File: config.mk
export PLATFORM = sky130hd
export DESIGN_NAME = system_control_clock_select
export DESIGN_NICKNAME = d
export VERILOG_FILES = /design/src/sysctl_pkg.sv /design/src/system_control_clock_select.sv
export VERILOG_INCLUDE_DIRS = /design/src
export SDC_FILE = /design/constraint.sdc
export NUM_CORES = 1
export LEC_CHECK = 0
export ABC_CLOCK_PERIOD_IN_PS = 2100
export BUFFER_PORTS_ARGS = -buffer_cell sky130_fd_sc_hd__buf_2
export CAP_MARGIN = 25
export CORE_MARGIN = 2
export CORE_UTILIZATION = 27
export CTS_BUF_LIST = sky130_fd_sc_hd__clkbuf_4
export DETAILED_ROUTE_END_ITERATION = 10
export SLEW_MARGIN = 20
export SYNTH_ARGS = -nofsm -noshare
export SYNTH_HDL_FRONTEND = slang
export SYNTH_SLANG_ARGS = --single-unit
File: constraint.sdc
create_clock -name ref_clk -period 2.1 [get_ports ref_clk]
set_clock_uncertainty 0.2 [all_clocks]
set_input_delay 0.21 -clock ref_clk [delete_from_list [all_inputs] [get_ports ref_clk]]
set_output_delay 0.21 -clock ref_clk [all_outputs]
set_load 0.03 [all_outputs]
File: src/sysctl_defs.svh
/*
  Offsets, field positions, reset values and codes of the system control
  and clock select block. Assumes inclusion by its bare name.
*/
`ifndef SYSCTL_DEFS_SVH
`define SYSCTL_DEFS_SVH

`define OFS_INT_TB_WDT       8'h00
`define OFS_HALT_SLOW_PWM    8'h04
`define OFS_CLOCK_MODE       8'h08
`define OFS_STATUS           8'h0C

`define RST_INT_TB_WDT       8'h8A
`define RST_HALT_SLOW_PWM    8'h01
`define RST_CLOCK_MODE       8'h00

`define BIT_EDGE_HI          7
`define BIT_EDGE_LO          6
`define BIT_TB_HI            5
`define BIT_TB_LO            4
`define BIT_WDT_HI           3
`define BIT_PWM2_SEL         4
`define BIT_HALT_KEEP        0
`define BIT_LOW_POWER        1
`define BIT_SPEED_SEL        0

`define EDGE_OFF             2'h0
`define EDGE_RISE            2'h1
`define EDGE_FALL            2'h2
`define EDGE_BOTH            2'h3

`define WDT_OFF_CODE         4'hA
`define TB_BASE_LOG2         4'hA
`define TB_CNT_W             13
`define HALT_SLOW_OSC_PWM_CTRL_MASK_PWM       8'h11
`define HALT_SLOW_OSC_PWM_CTRL_MASK_BASE      8'h01
`define CLKMODE_MASK         8'h03

`endif

File: src/sysctl_pkg.sv
/*
  Types shared by the system control and clock select block.
  Assumes sysctl_defs.svh supplies the numeric constants.
*/
package sysctl_pkg;

  typedef enum logic [1:0] {FAST_XTAL, FAST_EXT_RC, FAST_INT_RC} fast_src_t;

  typedef enum logic [1:0] {INT_FAST_RC_OSC_4M, INT_FAST_RC_OSC_8M, INT_FAST_RC_OSC_12M} int_fast_rc_osc_freq_t;

  typedef enum logic [1:0] {MODE_NORMAL, MODE_SLOW, MODE_IDLE, MODE_SLEEP}
    power_mode_t;

  // Configuration options, fixed at programming time
  typedef struct packed {
    logic       wdt_always_on;
    fast_src_t  fast_src;
    int_fast_rc_osc_freq_t int_fast_rc_osc_freq;
    logic       slow_xtal_used;
    logic       has_slow_pins;
    logic       has_pwm2;
  } config_opts_t;

  // Pin ownership: 1 means the pin is ordinary I/O, except third_pwm_pin_sel, where 1 routes the third PWM to its pin
  typedef struct packed {
    logic port_a_bit5_io;
    logic port_a_bit6_io;
    logic slow_crystal_pins_io;
    logic third_pwm_pin_sel;
  } pin_release_t;

  typedef struct packed {
    logic       fast_osc_run;
    logic       slow_osc_run;
    logic       slow_crystal_low_power;
    logic       sysclk_speed_sel;
    logic       wdt_clk_slow;
    int_fast_rc_osc_freq_t int_fast_rc_osc_freq;
  } osc_ctrl_t;

endpackage

File: src/system_control_clock_select.sv
/*
  System control and clock select: three control registers on APB,
  external interrupt edge detect, time-base divider, watchdog enable,
  oscillator run control, pin release and power mode tracking.
  Assumes config options are static and halt_req/wake_req are single
  cycle pulses from the core; the prescale tick is one cycle per period.
*/
// Behaviour
// - edge field 00 off, 01 rising, 10 falling, 11 both edges.
// - time-base period 2^10..2^13 prescale clocks by two-bit code.
// - watchdog code 1010 disables, any other value enables.
// - always-on option forces watchdog enabled, code ignored.
// - halt keeps slow crystal running if keep bit is 1; resets to 1.
// - bit 4 of second register routes third PWM to its pin.
// - unimplemented bits of second register read zero.
// - low-power bit 0 quick-start, 1 reduced current.
// - low-power bit clears at power-on.
// - slow crystal keeps running in either low-power setting.
// - internal fast RC offers 4, 8 or 12 MHz by configuration.
// - internal fast RC frees both main oscillator pins as I/O unless the slow crystal has no dedicated pins and uses them.
// - external RC uses only port A bit 6; bit 5 stays I/O.
// - option gives dedicated slow pins to crystal or to I/O.
// - without dedicated pins, slow crystal needs internal fast RC.
// - oscillators also clock watchdog and time base.
// - speed bit 0 runs fast oscillator; 1 slow crystal, fast stopped, if the slow crystal is usable.
// - time-base counts the timer prescale clock.
// - halt gives Idle if slow crystal runs, else Sleep.
`timescale 1ns/1ps
`include "sysctl_defs.svh"

module system_control_clock_select
  import sysctl_pkg::*;
(
  input  wire logic         ref_clk,
  input  wire logic         rst,
  input  wire logic         psel,
  input  wire logic         penable,
  input  wire logic         pwrite,
  input  wire logic [7:0]   paddr,
  input  wire logic [31:0]  pwdata,
  output logic      [31:0]  prdata,
  output logic              pready,
  output logic              pslverr,
  input  wire config_opts_t cfg,
  input  wire logic         ext_int_pin,
  input  wire logic         timer_prescale_clock,
  input  wire logic         halt_req,
  input  wire logic         wake_req,
  output logic              ext_int_event,
  output logic              timebase_tick,
  output logic              watchdog_enable,
  output osc_ctrl_t         osc,
  output pin_release_t      pins,
  output power_mode_t       power_mode
);

  logic [7:0]           interrupt_timebase_watchdog_ctrl_q;
  logic [7:0]           halt_slow_osc_pwm_ctrl_q;
  logic [7:0]           clkmode_q;
  logic [31:0]          prdata_q;
  logic                 pready_q;
  logic                 pslverr_q;
  logic                 ext_prev_q;
  logic                 ext_event_q;
  logic [`TB_CNT_W-1:0] tb_cnt_q;
  logic                 tb_tick_q;
  logic                 wdt_en_q;
  osc_ctrl_t            osc_q;
  osc_ctrl_t            osc_d;
  pin_release_t         pins_q;
  pin_release_t         pins_d;
  power_mode_t          mode_q;
  power_mode_t          mode_d;
  logic                 access;
  logic                 wr_en;
  logic                 slow_ok;
  logic                 slow_halt_run;
  logic [7:0]           halt_slow_osc_pwm_ctrl_mask;

  function automatic logic wdt_on(input logic force_on, input logic [3:0] c);
    wdt_on = force_on | (c != `WDT_OFF_CODE);
  endfunction

  function automatic logic [`TB_CNT_W-1:0] tb_last(input logic [1:0] sel);
    logic [3:0] sh;
    sh = `TB_BASE_LOG2 + {2'h0, sel};
    tb_last = `TB_CNT_W'((14'h0001 << sh) - 14'h0001);
  endfunction

  function automatic logic edge_hit(input logic [1:0] sel, input logic prev,
                                    input logic now);
    edge_hit = ((sel == `EDGE_RISE) & ~prev & now) |
               ((sel == `EDGE_FALL) & prev & ~now) |
               ((sel == `EDGE_BOTH) & (prev ^ now));
  endfunction

  assign access = psel & penable & ~pready_q;
  assign wr_en  = psel & penable & pready_q & pwrite & ~pslverr_q;
  assign halt_slow_osc_pwm_ctrl_mask = cfg.has_pwm2 ? `HALT_SLOW_OSC_PWM_CTRL_MASK_PWM : `HALT_SLOW_OSC_PWM_CTRL_MASK_BASE;

  // Slow crystal exists only where its pins allow it
  assign slow_ok = cfg.slow_xtal_used &
                   (cfg.has_slow_pins | (cfg.fast_src == FAST_INT_RC));
  // Shared-pin variants ignore the keep bit: the crystal always runs
  assign slow_halt_run = slow_ok &
    (~cfg.has_slow_pins | halt_slow_osc_pwm_ctrl_q[`BIT_HALT_KEEP]);

  // APB: one wait state, answer registered so outputs come from flops
  always_ff @(posedge ref_clk) begin
    if (rst) begin
      pready_q  <= 1'b0;
      pslverr_q <= 1'b0;
      prdata_q  <= 32'h0000_0000;
    end else begin
      pready_q  <= access;
      pslverr_q <= 1'b0;
      if (access) begin
        if (paddr == `OFS_INT_TB_WDT) begin
          prdata_q <= {24'h00_0000, interrupt_timebase_watchdog_ctrl_q};
        end else if (paddr == `OFS_HALT_SLOW_PWM) begin
          prdata_q <= {24'h00_0000, halt_slow_osc_pwm_ctrl_q & halt_slow_osc_pwm_ctrl_mask};
        end else if (paddr == `OFS_CLOCK_MODE) begin
          prdata_q <= {24'h00_0000, clkmode_q};
        end else if (paddr == `OFS_STATUS) begin
          prdata_q <= {24'h00_0000, mode_q, osc_q.fast_osc_run,
                       osc_q.slow_osc_run, wdt_en_q, slow_ok, 2'h0};
        end else begin
          prdata_q  <= 32'h0000_0000;
          pslverr_q <= 1'b1;
        end
      end
    end
  end

  always_ff @(posedge ref_clk) begin
    if (rst) begin
      interrupt_timebase_watchdog_ctrl_q <= `RST_INT_TB_WDT;
    end else if (wr_en && paddr == `OFS_INT_TB_WDT) begin
      interrupt_timebase_watchdog_ctrl_q <= pwdata[7:0];
    end
  end

  always_ff @(posedge ref_clk) begin
    if (rst) begin
      halt_slow_osc_pwm_ctrl_q <= `RST_HALT_SLOW_PWM;
    end else if (wr_en && paddr == `OFS_HALT_SLOW_PWM) begin
      halt_slow_osc_pwm_ctrl_q <= pwdata[7:0] & halt_slow_osc_pwm_ctrl_mask;
    end
  end

  always_ff @(posedge ref_clk) begin
    if (rst) begin
      clkmode_q <= `RST_CLOCK_MODE;
    end else if (wr_en && paddr == `OFS_CLOCK_MODE) begin
      clkmode_q <= pwdata[7:0] & `CLKMODE_MASK;
    end
  end

  always_ff @(posedge ref_clk) begin
    if (rst) begin
      ext_prev_q  <= 1'b0;
      ext_event_q <= 1'b0;
    end else begin
      ext_prev_q  <= ext_int_pin;
      ext_event_q <= edge_hit(interrupt_timebase_watchdog_ctrl_q[`BIT_EDGE_HI:`BIT_EDGE_LO],
                              ext_prev_q, ext_int_pin);
    end
  end

  // Counter keeps counting across a period change; if already at or past the new end it wraps on the next prescale tick
  always_ff @(posedge ref_clk) begin
    if (rst) begin
      tb_cnt_q  <= '0;
      tb_tick_q <= 1'b0;
    end else begin
      tb_tick_q <= 1'b0;
      if (timer_prescale_clock) begin
        if (tb_cnt_q >= tb_last(interrupt_timebase_watchdog_ctrl_q[`BIT_TB_HI:`BIT_TB_LO])) begin
          tb_cnt_q  <= '0;
          tb_tick_q <= 1'b1;
        end else begin
          tb_cnt_q <= tb_cnt_q + `TB_CNT_W'(1);
        end
      end
    end
  end

  always_ff @(posedge ref_clk) begin
    if (rst) begin
      wdt_en_q <= 1'b1;
    end else begin
      wdt_en_q <= wdt_on(cfg.wdt_always_on,
                         interrupt_timebase_watchdog_ctrl_q[`BIT_WDT_HI:0]);
    end
  end

  always_comb begin
    mode_d = mode_q;
    case (mode_q)
      MODE_NORMAL, MODE_SLOW: begin
        if (halt_req) begin
          mode_d = slow_halt_run ? MODE_IDLE : MODE_SLEEP;
        end else if (slow_ok && clkmode_q[`BIT_SPEED_SEL]) begin
          mode_d = MODE_SLOW;
        end else begin
          mode_d = MODE_NORMAL;
        end
      end
      default: begin
        if (wake_req) begin
          mode_d = (slow_ok && clkmode_q[`BIT_SPEED_SEL]) ? MODE_SLOW
                                                         : MODE_NORMAL;
        end
      end
    endcase
  end

  always_ff @(posedge ref_clk) begin
    if (rst) begin
      mode_q <= MODE_NORMAL;
    end else begin
      mode_q <= mode_d;
    end
  end

  always_comb begin
    osc_d.fast_osc_run = (mode_d == MODE_NORMAL);
    // Low-power only trims current; it never stops the crystal
    osc_d.slow_osc_run = slow_ok &
      ((mode_d != MODE_SLEEP) & (mode_d != MODE_IDLE) |
       (mode_d == MODE_IDLE));
    osc_d.slow_crystal_low_power = clkmode_q[`BIT_LOW_POWER];
    osc_d.sysclk_speed_sel = (mode_d == MODE_SLOW);
    osc_d.wdt_clk_slow = slow_ok;
    osc_d.int_fast_rc_osc_freq = cfg.int_fast_rc_osc_freq;
    pins_d.port_a_bit5_io = (cfg.fast_src != FAST_XTAL) &
      ~(slow_ok & ~cfg.has_slow_pins);
    pins_d.port_a_bit6_io = (cfg.fast_src == FAST_INT_RC) &
      ~(slow_ok & ~cfg.has_slow_pins);
    pins_d.slow_crystal_pins_io = cfg.has_slow_pins &
      ~cfg.slow_xtal_used;
    pins_d.third_pwm_pin_sel = cfg.has_pwm2 &
      halt_slow_osc_pwm_ctrl_q[`BIT_PWM2_SEL];
  end

  always_ff @(posedge ref_clk) begin
    if (rst) begin
      osc_q  <= '0;
      pins_q <= '0;
    end else begin
      osc_q  <= osc_d;
      pins_q <= pins_d;
    end
  end

  assign prdata          = prdata_q;
  assign pready          = pready_q;
  assign pslverr         = pslverr_q;
  assign ext_int_event   = ext_event_q;
  assign timebase_tick   = tb_tick_q;
  assign watchdog_enable = wdt_en_q;
  assign osc             = osc_q;
  assign pins            = pins_q;
  assign power_mode      = mode_q;
endmodule

==> results of run 1 <==
==> Yosys cell counts (all sizes together) (2+ instances only) <==
library cell	count
dfxtp	52
nor2	30
buf	28
nand2	25
a21oi	19
nand3	16
nor2b	10
clkbuf	8
nor3	8
a22oi	7
mux2i	7
nand3b	7
ha	6
nand2b	6
nand4	6
a31oi	5
and2	5
inv	5
o21ai	5
o311ai	5
and4	3
o21bai	3
a21boi	2
and4b	2
nor3b	2
nor4	2
nor4b	2
o31ai	2
or2	2
==> power breakdown <==
part | switching [mW] | internal (mW)
Clock | 0.361 | 0.148
Sequential | 0.0101 | 1.00
Combinational | 0.181 | 0.110
Total | 0.552 | 1.26
==> cell type report <==
class	instances	area [um^2]	share of cell area
repair buffers	106	722	0.208
flip-flops and latches	52	1050	0.302
multi-input cells	223	1480	0.425
well taps	111	139	0.0399
inverters	5	18.8	0.00540
clock inverters	3	33.8	0.00972
clock buffers	5	37.5	0.0108
==> worst register-to-register path: cells and delay by family, from the launching register on <==
| kind | cells | cell delay, ns |
|---|---|---|
| buffers and inverters | 2 | 0.30 |
| flip-flops | 1 | 0.40 |
| AO/OA/AOI/OAI | 2 | 0.63 |
| adder cells (fa/ha/maj) | 1 | 0.21 |
| AND/OR/NAND/NOR | 3 | 0.35 |
==> routing by layer <==
metal | global-route usage | wire length (um) | part of all wire
met1 | 0.166 | 3030 | 0.47
met3 | 0.0201 | 186 | 0.029
met4 | 0.0453 | 121 | 0.019
met5 | 0 | 0 | 0
met2 | 0.201 | 3120 | 0.48
==> flip-flops by register name, summed over array words and instances, names as in the netlist <==
register	count
power_mode	2
prdata	8
clkmode_q	2
watchdog_enable	1
interrupt_timebase_watchdog_ctrl_q	8
pslverr	1
ext_prev_q	1
osc	7
timebase_tick	1
pins	4
halt_slow_osc_pwm_ctrl_q	2
tb_cnt_q	13
ext_int_event	1
pready	1
==> cell families after synthesis <==
kind of cell	Yosys count	synth area share
and+or+nand+nor	128	0.269
AOI/OAI and AO/OA	53	0.148
DFF	52	0.411
buffers and inverters	41	0.102
muxes	8	0.0321
adders and majority gates	6	0.0296
xor gates and xnor gates	2	0.00691
other	1	0.00148
==> what timing repair did <==
action                                  in CTS  in global routing
pin swaps                                    6                 11
cloned                                       0                  0
resized for setup                            6                 23
buffers inserted                             1                  2
hold endpoints to repair                    30                  0
endpoints found under the setup margin      14                 13
hold buffers                                24                  0
==> worst max-delay path by stage <==
stage | start | to | slack (ns) | cells after the start
2_1_floorplan | interrupt_timebase_watchdog_ctrl_q[4]$_SDFFE_PP0P_ | tb_cnt_q[5]$_SDFFE_PP0P_ | 0.008 | 7
3_3_place_gp | interrupt_timebase_watchdog_ctrl_q[4]$_SDFFE_PP0P_ | tb_cnt_q[9]$_SDFFE_PP0P_ | -0.16 | 7
3_5_place_dp | interrupt_timebase_watchdog_ctrl_q[4]$_SDFFE_PP0P_ | tb_cnt_q[9]$_SDFFE_PP0P_ | -0.20 | 7
4_1_cts | interrupt_timebase_watchdog_ctrl_q[5]$_SDFFE_PP0P_ | tb_cnt_q[9]$_SDFFE_PP0P_ | -0.03 | 8
5_1_grt | interrupt_timebase_watchdog_ctrl_q[5]$_SDFFE_PP0P_ | tb_cnt_q[9]$_SDFFE_PP0P_ | -0.15 | 8
6_report | interrupt_timebase_watchdog_ctrl_q[4]$_SDFFE_PP0P_ | tb_cnt_q[9]$_SDFFE_PP0P_ | -0.08 | 8
==> metrics by stage <==
stage | TNS (ns) | hold WS [ns] | utilization
after floorplan | 0 | 0.0861 | -
after global placement | -1.06 | 0.213 | 0.326
after detailed placement | -1.46 | 0.218 | 0.326
after CTS | -0.143 | 0.00516 | 0.365
after global routing | -0.771 | 0.0000129 | 0.380
final | -0.249 | 0.0116 | 0.380
==> results by group, run 1 <==
Yosys
  • Post-synth cell types: 47
  • Cell accounting for the most synthesized area: dfxtp_1
  • Post-Syn Instances: just under 300
  • Syn avg cell area: around 8.7 um^2
  • Ys async rst share: 0
  • Largest cells by area after synthesis: dfxtp_1, buf_4, nor2_1
  • Register area share after synthesis: 0.411
  • Post-synth EDFFs: 0
  • Synth top area share: 0.411
  • Synthesized area: about 2500 um^2
  • Top_reg_cell synth: dfxtp_1
  • Synth warnings: 0
  • Synth Register Bits: between 50 and 60

Die
  • Core region area: between 9000 and 10000 um^2
  • Die area: a little over 10000 um^2
  • Io pins: about 110
  • Rows: 35
  • Die Y: just over 100 um
  • Initial Util: 0.277
  • Die width: about 100 um

Route
  • Routed Antenna Nets: 0
  • Drt first pass iters: 4
  • DR WL/cell: ~13 um
  • Vias/cell: roughly 4.6
  • DRC: 0
  • Routed WL: ~6500 um
  • Vias: 2325
  • DR iter-0 viols: between 90 and 100

Setup path
  • Critical Path AT: between 2 and 2.5 ns
  • CP Launch Type: flop
  • Reg-to-reg critical path startpoint: interrupt_timebase_watchdog_ctrl_q[4]$_SDFFE_PP0P_
  • CP Data Required Time: between 2 and 2.5 ns
  • CP peak stage delay: 0.40 ns
  • Ordered list of cells on the worst path: nor2_4 > ha_4 > and4_4 > buf_6 > a2111oi_4 > buf_6 > nand2_8 > o311ai_4
  • R2r endpoint: tb_cnt_q[9]$_SDFFE_PP0P_
  • Crit-path max FO: 6
  • Register-to-Register Path Depth: 8
  • Most common cell type on the critical path: buf_6
  • WS Path Type: flop to flop
  • Max stage delay cell, worst path: dfxtp_4
  • Crit path capture type: flop
  • Cell family with most CP delay: compound AO/OA/AOI/OAI gates
  • R2r setup slk: -0.08 ns
  • Worst Path Buf+Inv: 2

Power
  • Worst vdd ir: roughly 240 uV
  • Total power: approximately 1.8 mW
  • Pwr per Cell Area: 521 nW/um^2
  • Static Leak: ~1.5 nW

STA
  • Minimum clock period: roughly 2.2 ns
  • Hold Vio Cnt, Final: 0
  • RSZ-0062 raised after global routing: yes
  • Worst slew pin tran: 0.526 ns
  • Slew HR: 0.649
  • Worst setup margin: -0.0836 ns
  • Slew Viols, Final: 0
  • Final setup viols: 5
  • Fin crit share: 1.04
  • Max Clk Rate: 458 MHz

Global routing
  • Initial antenna violation count: 0
  • First-pass GRT wire length: about 10000 um
  • Gr usage total: 0.124
  • Largest net degree at the start of global routing: 38
  • Vias in the first global route: about 2.1k
  • Grt ovf: 0

Hold path
  • Worst Hold Class: input port to flop
  • Hold Crit Start: halt_req
  • Worst Hold Path Cells: 4
  • End of the worst hold path: power_mode[1]$_SDFF_PP0_

Placed design
  • GPL Wtd Cong: between 0.7 and 0.8
  • DP Worst Slack: -0.203 ns
  • Post-Place Cells: 470
  • Placed Area: 2980 um^2
  • Hpwl dp: ~4600 um
  • Number of port buffers: 58

Outcome
  • Status: finished with violations
  • Failing checks: setup timing

Clocking
  • Root Buffer: clkbuf_4
  • Reg clk slew, reported paths: approximately 0.18 ns
  • Worst-Skew Late Latency: 0.39 ns
  • Clk sinks: between 50 and 60
  • Cts bufs inserted: 5
  • H-tree depth: 2
  • CTS tree: done
  • Max Root-Sink Buffers: 2

Finish
  • N_diodes: 0
  • Final instance area: 3480 um^2
  • Area growth, synth to finish: 37.2%
  • Share of cells above drive strength 1: 0.302
  • Commonest non-fill, non-tap cell in the layout: buf_2
  • Most frequent cells in the layout: buf_2, dfxtp_1, nor2_1
  • Fill cell count: 946
  • Layout Cells excl Fill: between 500 and 600
  • Final #Nets: ~460

Job
  • Max-Cap Viols: 0
Note: power is estimated with default switching activity, not from simulation.
==> run 2, diff against run 1 <==
Settings changed: CORE_UTILIZATION 27 to 24, CTS_BUF_LIST sky130_fd_sc_hd__clkbuf_4 to sky130_fd_sc_hd__clkbuf_8 sky130_fd_sc_hd__clkbuf_16.
==> run 2 against run 1 <==
Net effect:
- the run still ends with setup timing left
- sequential share of layout area rose by 0.11 points
- cell area fell by 0.25%
- setup slack improved by 0.038 ns
- critical endpoint unchanged
- largest power group unchanged
==> results by group, run 2 (synthesis gave the netlist of run 1 again) <==
Outcome
  • Status: finished with violations
  • Failing checks: setup timing

Finish
  • Final #Nets: between 400 and 500
  • Biggest register: tb_cnt_q
  • Most frequent cells in the layout: buf_2, dfxtp_1, nor2_1
  • Layout Cells excl Fill: 524
  • N_diodes: 0
  • Area growth, synth to finish: 36.9%
  • Max reg flops: 13
  • Share of cells above drive strength 1: 0.309
  • Commonest non-fill, non-tap cell in the layout: buf_2

STA
  • Fin crit share: 1.02
  • Minimum clock period: about 2.1 ns
  • Max Clk Rate: 466 MHz
  • RSZ-0062 raised after global routing: yes
  • Final setup viols: 7
  • Worst setup margin: -0.0456 ns
  • TNS Setup: -0.127 ns
  • Slew Viols, Final: 0
  • Worst slew pin tran: 0.549 ns
  • Slew HR: 0.633
  • Hold Vio Cnt, Final: 0

Route
  • DR iter-0 viols: 136
  • Vias/cell: ~4.6
  • DR WL/cell: 12.9 um
  • Routed Antenna Nets: 0
  • DRC: 0
  • Vias: approximately 2.4k
  • Routed WL: 6750 um
  • Drt first pass iters: 6

Hold path
  • Worst Hold Class: input port to flop

Setup path
  • Register-to-Register Path Depth: 8
  • Critical path launch point: interrupt_timebase_watchdog_ctrl_q[4]$_SDFFE_PP0P_
  • Critical Path AT: roughly 2.2 ns
  • Worst Path Buf+Inv: 2
  • WS Path Type: flop to flop
  • Worst path depth: 8
  • CP Launch Type: flop
  • Max stage delay cell, worst path: dfxtp_4
  • Cell family with most CP delay: compound AO/OA/AOI/OAI gates
  • CP peak stage delay: around 0.38 ns
  • R2r endpoint: tb_cnt_q[9]$_SDFFE_PP0P_
  • R2r setup slk: -0.05 ns
  • Ordered list of cells on the worst path: nor2_4 > ha_4 > and4_4 > buf_6 > a2111oi_4 > buf_4 > nand2_8 > o311ai_4
  • Worst Setup EP: tb_cnt_q[9]$_SDFFE_PP0P_
  • Reg-to-reg critical path startpoint: interrupt_timebase_watchdog_ctrl_q[4]$_SDFFE_PP0P_
  • Crit path capture type: flop
  • Crit-path max FO: 6
  • CP Data Required Time: ~2.1 ns

Power
  • Pwr per Cell Area: roughly 550 nW/um^2
  • Clock share of power: 0.317
  • Pint: 1.34 mW
  • Static Leak: 1.50 nW
  • Sequential power share: 0.535
  • NetSw: about 0.55 mW
  • Comb power frac: 0.149
  • Worst vdd ir: 203 uV
  • Switching Share: 0.292

Clocking
  • Worst-Skew Late Latency: about 0.32 ns
  • Cts bufs inserted: 5
  • H-tree depth: 2
  • Reg clk slew, reported paths: 0.10 ns
  • Root Buffer: clkbuf_8
  • Max Root-Sink Buffers: 2
  • CTS tree: done
  • Clk sinks: 52

Global routing
  • Gr usage total: 0.113
  • First-pass GRT wire length: between 10000 and 15000 um
  • Grt ovf: 0
  • Initial antenna violation count: 0
  • Vias in the first global route: 2215
  • Largest net degree at the start of global routing: 46

Job
  • Max-Cap Viols: 0

Placed design
  • GPL Wtd Cong: slightly below 0.8
  • Post-Place Cells: just under 500
  • Hpwl dp: slightly below 5000 um
  • Number of port buffers: 58

Die
  • Rows: 37
  • Die area: between 10000 and 15000 um^2
  • Die width: ~110 um
  • Initial Util: 0.247
  • Die Y: between 100 and 150 um
  • Core region area: just over 10000 um^2
  • Io pins: about 110
run 2: cell count changes in the layout (fill, tap and decap cells not counted), sizes merged:
cell	change
clkinvlp	+1
dlygate4sd3	-7
buf	+1
clkinv	-1
run 2: how the worst min path moves through the flow:
stage                                                                  start                         end  slack [ns]  depth (start not counted)
after floorplan                                                       cfg[2]          pins[1]$_SDFF_PP0_        0.09                          1
after global placement    interrupt_timebase_watchdog_ctrl_q[1]$_SDFFE_PP1P_  watchdog_enable$_SDFF_PP1_        0.22                          1
after detailed placement  interrupt_timebase_watchdog_ctrl_q[1]$_SDFFE_PP1P_  watchdog_enable$_SDFF_PP1_        0.22                          1
after CTS                                                           wake_req    power_mode[1]$_SDFF_PP0_      0.0008                          3
after global routing                                                wake_req    power_mode[1]$_SDFF_PP0_        0.02                          3
final                                                               wake_req    power_mode[1]$_SDFF_PP0_       0.006                          3
run 2: power groups by stage:
stage | Combinational (mW) | Clock [mW] | Sequential [mW]
2_1_floorplan | 0.169 | 0 | 1.07
3_3_place_gp | 0.244 | 0 | 1.04
3_5_place_dp | 0.248 | 0 | 1.04
4_1_cts | 0.273 | 0.633 | 1.01
5_1_grt | 0.304 | 0.665 | 1.01
6_report | 0.281 | 0.600 | 1.01
run 2: what timing repair did:
action                                  in CTS  in global routing
endpoints found under the setup margin      12                 11
buffers inserted                             1                  2
hold buffers                                16                  1
hold endpoints to repair                    18                  1
resized for setup                            5                 22
pin swaps                                    5                  5
gates cloned                                 0                  0
run 2: layout make-up:
type,instances,area (um^2)
Clock buffer,5,68.8
Clock inverter,3,21.3
Fill cell,1087,6810
Inverter,5,18.8
Multi-Input combinational cell,223,1490
Sequential cell,52,1050
Tap cell,136,170
Timing Repair Buffer,100,652
run 2: worst min-delay path, stage by stage:
cell	delay, ns
buf_2	0.09
mux2_2	0.15
nor2_1	0.04
run 2: stage by stage:
step	utilization	worst slack (ns)	cell area [um^2]	total power, mW	hold WS, ns
after global routing	0.337	-0.119	3470	1.98	0.0154
after CTS	0.323	-0.0159	3320	1.92	0.000754
final	0.337	-0.0456	3470	1.89	0.00631
after detailed placement	0.294	-0.172	3030	1.28	0.215
after global placement	0.294	-0.141	3030	1.28	0.215
after floorplan	-	0.00788	2630	1.24	0.0861
run 2: metal layers:
metal  track usage  wire length (um)  up-vias
li1              -                 -     1168
met1         0.145              3070     1131
met2         0.188              3230       78
met5             0                 0        -
met3        0.0170               320        8
met4        0.0492               124        0
